## src/cfgw_regs.svh

```systemverilog
// Register offsets, field positions, reset values and counts for the
// configuration-3 grant, tuning and wake-pattern block.
// Assumes a 32-bit APB slave with word-aligned byte addresses.
// Contract
// - Select 0 drives FRAME# at once after GNT#; 1 adds one clock.
// - Autoload off and both EEPROM mode bits set lets software write tunings.
// - Autoload on loads from EEPROM and blocks software tuning writes.
// - Only the twister tuning value is ever loaded from the EEPROM.
// - Wake-pattern enable works only while the wake allow bit is set.
// - A qualifying wake frame with detection on pulls the event output low.
// - In wake-pattern mode every frame for this node is scanned.
// - Own node ID or any multicast destination qualifies if copies match.
// - Sequence is sixteen back-to-back copies of the six-byte node ID.
// - The ID copies must directly follow six bytes of FFh.
// - Sync run and copies are found at any byte position.
// - Only a well-formed frame with addresses, data and good CRC qualifies.
`ifndef CFGW_REGS_SVH
`define CFGW_REGS_SVH

`define CFGW_ADDR_W        8
`define CFGW_OFF_CFG3      8'h00
`define CFGW_OFF_CFG1      8'h04
`define CFGW_OFF_EECMD     8'h08
`define CFGW_OFF_PHY1      8'h0c
`define CFGW_OFF_PHY2      8'h10
`define CFGW_OFF_TW        8'h14
`define CFGW_OFF_IDLO      8'h18
`define CFGW_OFF_IDHI      8'h1c
`define CFGW_OFF_ISTAT     8'h20
`define CFGW_OFF_IMASK     8'h24

`define CFGW_CFG3_GRANT_FRAME_DELAY_SEL   7
`define CFGW_CFG3_AUTOLD   6
`define CFGW_CFG3_WAKEPAT  5
`define CFGW_CFG1_WAKEOK   0
`define CFGW_EE_MODE_HI    7
`define CFGW_EE_MODE_LO    6

`define CFGW_IRQ_WAKE      0
`define CFGW_IRQ_TWLOAD    1
`define CFGW_IRQ_W         2

`define CFGW_RST_BYTE      8'h00
`define CFGW_RST_ID32      32'h0000_0000
`define CFGW_RST_ID16      16'h0000
`define CFGW_RST_IRQ       2'h0

`define CFGW_SYNC_BYTE     8'hff
`define CFGW_SYNC_LEN      3'h6
`define CFGW_ID_LAST       3'h5
`define CFGW_COPY_LAST     4'hf

`endif

```

## src/cfgw_pkg.sv

```systemverilog
// Types shared by the configuration-3 wake block.
// Assumes the constants of cfgw_regs.svh.
package cfgw_pkg;

    // Received byte stream from the MAC, one byte per valid cycle
    typedef struct packed {
        logic       valid;
        logic       sof;
        logic       eof;
        logic       crcOk;
        logic       addrMatch;
        logic [7:0] data;
    } cfgw_rx_t;

    // EEPROM autoload of the twister tuning value
    typedef struct packed {
        logic       valid;
        logic [7:0] data;
    } cfgw_eeload_t;

    typedef enum logic [1:0] {
        GNT_IDLE = 2'b00,
        GNT_WAIT = 2'b01,
        GNT_OWN  = 2'b10
    } cfgw_gnt_state_t;

endpackage : cfgw_pkg

```

## src/cfgw_top.sv

```systemverilog
// Configuration-3 grant delay, tuning parameter load and wake-pattern detector.
// Assumes an APB master, a MAC supplying received bytes with address filter
// and CRC result, and an EEPROM loader delivering the twister tuning byte.
`timescale 1ns/10ps
`default_nettype none
`include "cfgw_regs.svh"

module cfgw_top (
    // Clock and reset
    input  wire logic                    clk,
    input  wire logic                    arst_n,
    // APB slave
    input  wire logic                    psel,
    input  wire logic                    penable,
    input  wire logic                    pwrite,
    input  wire logic [7:0]              paddr,
    input  wire logic [31:0]             pwdata,
    output var  logic [31:0]             prdata,
    output var  logic                    pready,
    output var  logic                    pslverr,
    // PCI arbitration
    input  wire logic                    gnt_n,
    input  wire logic                    busReq,
    input  wire logic                    gntDelayStrap,
    output var  logic                    frame_n,
    // Receive path and EEPROM loader
    input  wire cfgw_pkg::cfgw_rx_t      rx,
    input  wire cfgw_pkg::cfgw_eeload_t  eeLoad,
    // Tuning values to the PHY and twister
    output var  logic [7:0]              phyTuningOne,
    output var  logic [7:0]              phyTuningTwo,
    output var  logic [7:0]              twisterTuning,
    // Events
    output var  logic                    pm_event_n,
    output var  logic                    irq
);
    import cfgw_pkg::*;

    // Reset synchroniser
    logic rstMeta_q;
    logic rst_n;

    always_ff @(posedge clk or negedge arst_n) begin
        if (!arst_n) begin
            rstMeta_q <= 1'b0;
            rst_n     <= 1'b0;
        end else begin
            rstMeta_q <= 1'b1;
            rst_n     <= rstMeta_q;
        end
    end

    // Registers
    logic                  grant_frame_delay_sel_q;
    logic                  strapDone_q;
    logic                  autoload_q;
    logic                  wakePatEn_q;
    logic                  wakeAllow_q;
    logic                  eeModeHi_q;
    logic                  eeModeLo_q;
    logic [7:0]            phy1_q;
    logic [7:0]            phy2_q;
    logic [7:0]            tw_q;
    logic [31:0]           idLo_q;
    logic [15:0]           idHi_q;
    logic [`CFGW_IRQ_W-1:0] istat_q;
    logic [`CFGW_IRQ_W-1:0] istat_d;
    logic [`CFGW_IRQ_W-1:0] imask_q;
    logic [`CFGW_IRQ_W-1:0] evt;

    // APB decode
    logic        wrEn;
    logic        setup;
    logic        mapped;
    logic [31:0] rdMux;
    logic        tuneWrOk;

    assign setup = psel & ~penable;
    assign wrEn  = psel & penable & pready & pwrite & ~pslverr;

    always_comb begin
        mapped = 1'b1;
        rdMux  = 32'h0000_0000;
        unique case (paddr)
            `CFGW_OFF_CFG3: begin
                rdMux[`CFGW_CFG3_GRANT_FRAME_DELAY_SEL]  = grant_frame_delay_sel_q;
                rdMux[`CFGW_CFG3_AUTOLD]  = autoload_q;
                rdMux[`CFGW_CFG3_WAKEPAT] = wakePatEn_q;
            end
            `CFGW_OFF_CFG1: begin
                rdMux[`CFGW_CFG1_WAKEOK] = wakeAllow_q;
            end
            `CFGW_OFF_EECMD: begin
                rdMux[`CFGW_EE_MODE_HI] = eeModeHi_q;
                rdMux[`CFGW_EE_MODE_LO] = eeModeLo_q;
            end
            `CFGW_OFF_PHY1:  rdMux[7:0] = phy1_q;
            `CFGW_OFF_PHY2:  rdMux[7:0] = phy2_q;
            `CFGW_OFF_TW:    rdMux[7:0] = tw_q;
            `CFGW_OFF_IDLO:  rdMux = idLo_q;
            `CFGW_OFF_IDHI:  rdMux[15:0] = idHi_q;
            `CFGW_OFF_ISTAT: rdMux[`CFGW_IRQ_W-1:0] = istat_q;
            `CFGW_OFF_IMASK: rdMux[`CFGW_IRQ_W-1:0] = imask_q;
            default: begin
                mapped = 1'b0;
            end
        endcase
    end

    // Answer one cycle after setup; data captured at setup
    always_ff @(posedge clk or negedge rst_n) begin
        if (!rst_n) begin
            pready  <= 1'b0;
            pslverr <= 1'b0;
            prdata  <= 32'h0000_0000;
        end else begin
            pready  <= setup;
            pslverr <= setup & ~mapped;
            prdata  <= (setup & ~pwrite) ? rdMux : 32'h0000_0000;
        end
    end

    // Grant select is read-only, caught from a strap after reset
    always_ff @(posedge clk or negedge rst_n) begin
        if (!rst_n) begin
            grant_frame_delay_sel_q    <= 1'b0;
            strapDone_q <= 1'b0;
        end else if (!strapDone_q) begin
            grant_frame_delay_sel_q    <= gntDelayStrap;
            strapDone_q <= 1'b1;
        end
    end

    // Configuration bits
    always_ff @(posedge clk or negedge rst_n) begin
        if (!rst_n) begin
            autoload_q  <= 1'b0;
            wakePatEn_q <= 1'b0;
            wakeAllow_q <= 1'b0;
            eeModeHi_q  <= 1'b0;
            eeModeLo_q  <= 1'b0;
            idLo_q      <= `CFGW_RST_ID32;
            idHi_q      <= `CFGW_RST_ID16;
            imask_q     <= `CFGW_RST_IRQ;
        end else if (wrEn) begin
            unique case (paddr)
                `CFGW_OFF_CFG3: begin
                    autoload_q  <= pwdata[`CFGW_CFG3_AUTOLD];
                    wakePatEn_q <= pwdata[`CFGW_CFG3_WAKEPAT];
                end
                `CFGW_OFF_CFG1: begin
                    wakeAllow_q <= pwdata[`CFGW_CFG1_WAKEOK];
                end
                `CFGW_OFF_EECMD: begin
                    eeModeHi_q <= pwdata[`CFGW_EE_MODE_HI];
                    eeModeLo_q <= pwdata[`CFGW_EE_MODE_LO];
                end
                `CFGW_OFF_IDLO:  idLo_q  <= pwdata;
                `CFGW_OFF_IDHI:  idHi_q  <= pwdata[15:0];
                `CFGW_OFF_IMASK: imask_q <= pwdata[`CFGW_IRQ_W-1:0];
                default: begin
                end
            endcase
        end
    end

    // Tuning registers
    assign tuneWrOk = wrEn & ~autoload_q & eeModeHi_q & eeModeLo_q;

    always_ff @(posedge clk or negedge rst_n) begin
        if (!rst_n) begin
            phy1_q <= `CFGW_RST_BYTE;
            phy2_q <= `CFGW_RST_BYTE;
        end else if (tuneWrOk) begin
            if (paddr == `CFGW_OFF_PHY1) begin
                phy1_q <= pwdata[7:0];
            end
            if (paddr == `CFGW_OFF_PHY2) begin
                phy2_q <= pwdata[7:0];
            end
        end
    end

    // Only the twister value follows the EEPROM loader
    always_ff @(posedge clk or negedge rst_n) begin
        if (!rst_n) begin
            tw_q <= `CFGW_RST_BYTE;
        end else if (autoload_q && eeLoad.valid) begin
            tw_q <= eeLoad.data;
        end else if (tuneWrOk && paddr == `CFGW_OFF_TW) begin
            tw_q <= pwdata[7:0];
        end
    end

    always_ff @(posedge clk or negedge rst_n) begin
        if (!rst_n) begin
            phyTuningOne  <= `CFGW_RST_BYTE;
            phyTuningTwo  <= `CFGW_RST_BYTE;
            twisterTuning <= `CFGW_RST_BYTE;
        end else begin
            phyTuningOne  <= phy1_q;
            phyTuningTwo  <= phy2_q;
            twisterTuning <= tw_q;
        end
    end

    // FRAME# after GNT#
    cfgw_gnt_state_t gntState_q;

    always_ff @(posedge clk or negedge rst_n) begin
        if (!rst_n) begin
            gntState_q <= GNT_IDLE;
            frame_n    <= 1'b1;
        end else begin
            unique case (gntState_q)
                GNT_IDLE: begin
                    if (busReq && !gnt_n) begin
                        if (grant_frame_delay_sel_q) begin
                            gntState_q <= GNT_WAIT;
                        end else begin
                            gntState_q <= GNT_OWN;
                            frame_n    <= 1'b0;
                        end
                    end
                end
                GNT_WAIT: begin
                    gntState_q <= GNT_OWN;
                    frame_n    <= 1'b0;
                end
                GNT_OWN: begin
                    if (!busReq) begin
                        gntState_q <= GNT_IDLE;
                        frame_n    <= 1'b1;
                    end
                end
                default: begin
                    gntState_q <= GNT_IDLE;
                    frame_n    <= 1'b1;
                end
            endcase
        end
    end

    // Wake-pattern detector
    logic       armed;
    logic [2:0] syncCnt_q;
    logic       inId_q;
    logic [2:0] idPos_q;
    logic [3:0] copy_q;
    logic       found_q;
    logic [7:0] expByte;
    logic [7:0] id0;
    logic       isSync;
    logic       syncFull;
    logic       wakeHit;

    assign armed    = wakePatEn_q & wakeAllow_q;
    assign id0      = idLo_q[7:0];
    assign isSync   = rx.data == `CFGW_SYNC_BYTE;
    assign syncFull = syncCnt_q == `CFGW_SYNC_LEN;

    always_comb begin
        unique case (idPos_q)
            3'h0:    expByte = idLo_q[7:0];
            3'h1:    expByte = idLo_q[15:8];
            3'h2:    expByte = idLo_q[23:16];
            3'h3:    expByte = idLo_q[31:24];
            3'h4:    expByte = idHi_q[7:0];
            3'h5:    expByte = idHi_q[15:8];
            default: expByte = 8'h00;
        endcase
    end

    always_ff @(posedge clk or negedge rst_n) begin
        if (!rst_n) begin
            syncCnt_q <= 3'h0;
            inId_q    <= 1'b0;
            idPos_q   <= 3'h0;
            copy_q    <= 4'h0;
            found_q   <= 1'b0;
        end else if (rx.valid && (rx.sof || !armed)) begin
            syncCnt_q <= (armed && isSync) ? 3'h1 : 3'h0;
            inId_q    <= 1'b0;
            idPos_q   <= 3'h0;
            copy_q    <= 4'h0;
            found_q   <= 1'b0;
        end else if (rx.valid && !found_q) begin
            if (inId_q) begin
                if (rx.data == expByte) begin
                    if (idPos_q == `CFGW_ID_LAST) begin
                        idPos_q <= 3'h0;
                        copy_q  <= copy_q + 4'h1;
                        if (copy_q == `CFGW_COPY_LAST) begin
                            found_q <= 1'b1;
                            inId_q  <= 1'b0;
                        end
                    end else begin
                        idPos_q <= idPos_q + 3'h1;
                    end
                end else begin
                    inId_q    <= 1'b0;
                    idPos_q   <= 3'h0;
                    copy_q    <= 4'h0;
                    syncCnt_q <= isSync ? 3'h1 : 3'h0;
                end
            end else if (syncFull && rx.data == id0 && !isSync) begin
                inId_q    <= 1'b1;
                idPos_q   <= 3'h1;
                syncCnt_q <= 3'h0;
            end else if (isSync) begin
                if (!syncFull) begin
                    syncCnt_q <= syncCnt_q + 3'h1;
                end
            end else begin
                syncCnt_q <= 3'h0;
            end
        end
    end

    // Qualify at end of frame: addresses, CRC and the full sequence
    assign wakeHit = rx.valid & rx.eof & armed & found_q
                   & rx.crcOk & rx.addrMatch;

    // Sticky status, set wins over write-one clear
    always_comb begin
        evt = '0;
        evt[`CFGW_IRQ_WAKE]   = wakeHit;
        evt[`CFGW_IRQ_TWLOAD] = autoload_q & eeLoad.valid;
        istat_d = istat_q;
        if (wrEn && paddr == `CFGW_OFF_ISTAT) begin
            istat_d = istat_q & ~pwdata[`CFGW_IRQ_W-1:0];
        end
        istat_d = istat_d | evt;
    end

    always_ff @(posedge clk or negedge rst_n) begin
        if (!rst_n) begin
            istat_q <= `CFGW_RST_IRQ;
        end else begin
            istat_q <= istat_d;
        end
    end

    always_ff @(posedge clk or negedge rst_n) begin
        if (!rst_n) begin
            irq        <= 1'b0;
            pm_event_n <= 1'b1;
        end else begin
            irq        <= |(istat_d & imask_q);
            pm_event_n <= ~istat_d[`CFGW_IRQ_WAKE];
        end
    end

endmodule : cfgw_top

`default_nettype wire

```

## config.mk

```make
export PLATFORM = sky130hd
export DESIGN_NAME = cfgw_top
export DESIGN_NICKNAME = d
export VERILOG_FILES = /design/src/cfgw_pkg.sv /design/src/cfgw_top.sv
export VERILOG_INCLUDE_DIRS = /design/src
export SDC_FILE = /design/constraint.sdc
export NUM_CORES = 1
export LEC_CHECK = 0
export ABC_AREA = 1
export BUFFER_PORTS_ARGS = -buffer_cell sky130_fd_sc_hd__buf_2
export CAP_MARGIN = 20
export CORE_ASPECT_RATIO = 0.9
export CORE_MARGIN = 8
export CORE_UTILIZATION = 55
export CTS_BUF_LIST = sky130_fd_sc_hd__clkbuf_2 sky130_fd_sc_hd__clkbuf_4 sky130_fd_sc_hd__clkbuf_8
export DETAILED_ROUTE_END_ITERATION = 8
export PLACE_DENSITY = 0.79
export SYNTH_ARGS = -nofsm -noshare
export SYNTH_HDL_FRONTEND = slang
export SYNTH_SLANG_ARGS = --single-unit
```

## constraint.sdc

```tcl
create_clock -name clk -period 6.75 [get_ports clk]
set_clock_uncertainty 0.1 [all_clocks]
set_input_delay 0.675 -clock clk [delete_from_list [all_inputs] [get_ports clk]]
set_output_delay 0.675 -clock clk [all_outputs]
set_load 0.02 [all_outputs]
```

==> flow_metrics.env <==
export IMPL_insertion_delay_ps=450
export IMPL_start_util=0.556
export IMPL_drtAntennaViolNets=0
export IMPL_gp_congestion=0.935
export IMPL_synthArstFlopShare=1.00
export IMPL_synthAdderAreaFrac=0.00682
export IMPL_required_ps=7040
export IMPL_antenna_found_initial=0
export IMPL_ir_drop_v=0.000158
export IMPL_overflow=0
export IMPL_wl_per_cell_um=16.2
export IMPL_setup_viol_count_final=0
export IMPL_synth_distinct_cells=45
export IMPL_pin_count=131
export IMPL_min_period_ps=2890
export IMPL_dieArea_um2=17300
export IMPL_synth_flop_cell="dfrtp_1"
export IMPL_root_buffer="clkbuf_8"
export IMPL_hold_viol=0
export IMPL_ys_top_cells_by_count="nand2_1 (210), dfrtp_1 (158), inv_1 (81)"
export IMPL_cts_tree="built"
export IMPL_r2r_end="copy_q[3]"
export IMPL_drtIter0Drc=474
export IMPL_clock_sinks=160
export IMPL_drc=0
export IMPL_p_leak_nw=4.45
export IMPL_fin_nets=1035
export IMPL_cts_setup_buffers=0
export IMPL_clkSlewWorstSetupHoldPaths_ps=90
export IMPL_grt_pass1_wl_um=30600
export IMPL_netlist_area_um2=7340
export IMPL_die_x_um=138
export IMPL_regToRegSetupSlack_ps=3860
export IMPL_fin_hold_ws_ps=150
export IMPL_yosys_area_share_xor_xnor=0.00835
export IMPL_synthSimpleGateAreaFrac=0.249
export IMPL_slew_limit_headroom=0.416
export IMPL_crit_path_max_fanout=19
export IMPL_htreeDepth=4
export IMPL_die_h_um=126
export IMPL_final_max_slew_viol_count=0
export IMPL_vias=6166
export IMPL_max_slew_worst_pin_slew_ps=875
export IMPL_maxCapViolCount=0
export IMPL_cp_end_kind="flop"
export IMPL_cts_resized=0
export IMPL_r2r_start="idPos_q[2]"
export IMPL_first_global_vias=6169
export IMPL_cts_hold_fix_buffers=1
export IMPL_min_path_type="flop to asynchronous set/reset pin"
export IMPL_fmax_ghz=0.345
export IMPL_core_um2=13200
export IMPL_synth_top_family_by_area="simple AND/OR/NAND/NOR gates"
export IMPL_netlist_top_cell_by_area="dfrtp_1"
export IMPL_power_density_nw_per_um2=213
export IMPL_synth_top_cell_area_share=0.539
export IMPL_avgSynthCellArea_um2=8.87
export IMPL_portBuffers=130
export IMPL_status="finished clean"
export IMPL_rsz0062_at_grt="false"
export IMPL_synth_most_common_cell="nand2_1"
export IMPL_synth_compound_area_frac=0.101
export IMPL_grt_use_total=0.224
export IMPL_grt_max_degree=71
export IMPL_synth_seq_cells=160
export IMPL_fin_crit_sh=0.429
export IMPL_rr_worst_depth=12
export IMPL_synth_mux_area_frac=0.0230
export IMPL_syn2layout_area_growth_pct=16.0
export IMPL_rows=40
export IMPL_hpwl_um=13800
export IMPL_worst_setup_path_type="flop to flop"
export IMPL_crit_arrival_ps=3190
export IMPL_clk_path_buf_depth=2
export IMPL_ys_seq_area_frac=0.546
export IMPL_cts_buffers=17
export IMPL_drt_total_wl_um=18500
export IMPL_n_antenna_cell=0
export IMPL_start_kind="flop"
export IMPL_ys_warn_count=0
export IMPL_vias_per_cell=5.40
export IMPL_drive_gt1_frac=0.246
export IMPL_critPathLaunch="idPos_q[2]"
export IMPL_synthCells=828
export IMPL_synth_area_top_cells="dfrtp_1 (54%), nand2_1 (11%), o21ai_0 (5.2%), inv_1 (4.1%), nor2_1 (3.6%)"
export IMPL_drt_first_pass_iters=5
export IMPL_tns_ps=0
export IMPL_synth_edf_count=0
[layer usage]
metal / vias up / track usage / wire (um)
met5: - / 0 / 0
met4: 0 / 0.0682 / 371
met1: 2960 / 0.304 / 8220
li1: 2963 / - / -
met2: 211 / 0.352 / 8720
met3: 32 / 0.0485 / 1200
[final cells by class]
cell class	count	area, um2
clock buffer	22	290
sequential	160	4010
tap	168	210
fill	1116	4700
inverter	91	344
clock inverter	10	103
multi-input combinational	555	2860
timing repair buffer	136	698
[registers in the layout, indices dropped and copies added (netlist names), 2 cells and up]
register / flops
twisterTuning: 8
idHi_q: 16
phyTuningOne: 8
phy1_q: 8
idPos_q: 3
tw_q: 8
imask_q: 2
copy_q: 4
istat_q: 2
gntState_q: 2
prdata: 32
phy2_q: 8
idLo_q: 32
phyTuningTwo: 8
syncCnt_q: 3
[cell families (layout without fill, tap and decap cells)]
group | count (synthesis) | count (layout)
other | 1 | 2
xor gates and xnor gates | 7 | 7
buffers and inverters | 114 | 259
muxes | 15 | 15
DFF | 160 | 160
AOI/OAI and AO/OA | 133 | 133
and+or+nand+nor | 394 | 394
adders and majority gates | 4 | 4
[how the worst max path moves through the flow]
stage	end	slack [ps]	depth (start not counted)
3_3_place_gp	idHi_q[9]	3490	6
4_1_cts	idHi_q[0]	3760	6
2_1_floorplan	autoload_q	1870	0
5_1_grt	copy_q[0]	3640	15
3_5_place_dp	idHi_q[0]	3290	6
6_report	copy_q[3]	3860	12
[through the flow]
step / util / cells / setup WS (ps) / cell area, um2 / power, mW
4_1_cts: 0.644 / 1141 / 3760 / 8510 / 1.82
3_3_place_gp: 0.613 / 1108 / 3490 / 8110 / 1.13
2_1_floorplan: - / 829 / 1870 / 7350 / 1.09
3_5_place_dp: 0.613 / 1108 / 3290 / 8110 / 1.14
6_report: 0.645 / 1142 / 3860 / 8520 / 1.81
5_1_grt: 0.645 / 1142 / 3640 / 8520 / 1.88
[cells in the final DEF, fill, tap and decap left out, types with 20 or more instances in the layout]
cell / instances
nand3_1: 37
clkbuf_8: 20
a21oi_1: 26
o21ai_0: 76
nor2_1: 70
dfrtp_1: 157
inv_1: 81
nand4_1: 22
nand2_1: 210
buf_2: 130
[critical path: stages, from the launching register on]
cell	delay (ps)
dfrtp_1	890
inv_4	220
ha_1	370
nand2_1	100
a21boi_1	270
nand3_1	130
nand2_2	100
nand2_4	60
nor2_8	170
nand3_2	130
nor2_1	120
nand3_1	80
nand2_1	80
[power breakdown]
group / switching, mW / internal (mW)
logic: 0.0842 / 0.0417
registers: 0.0173 / 0.976
clock network: 0.357 / 0.334
Note: power is estimated with default switching activity, not from simulation.
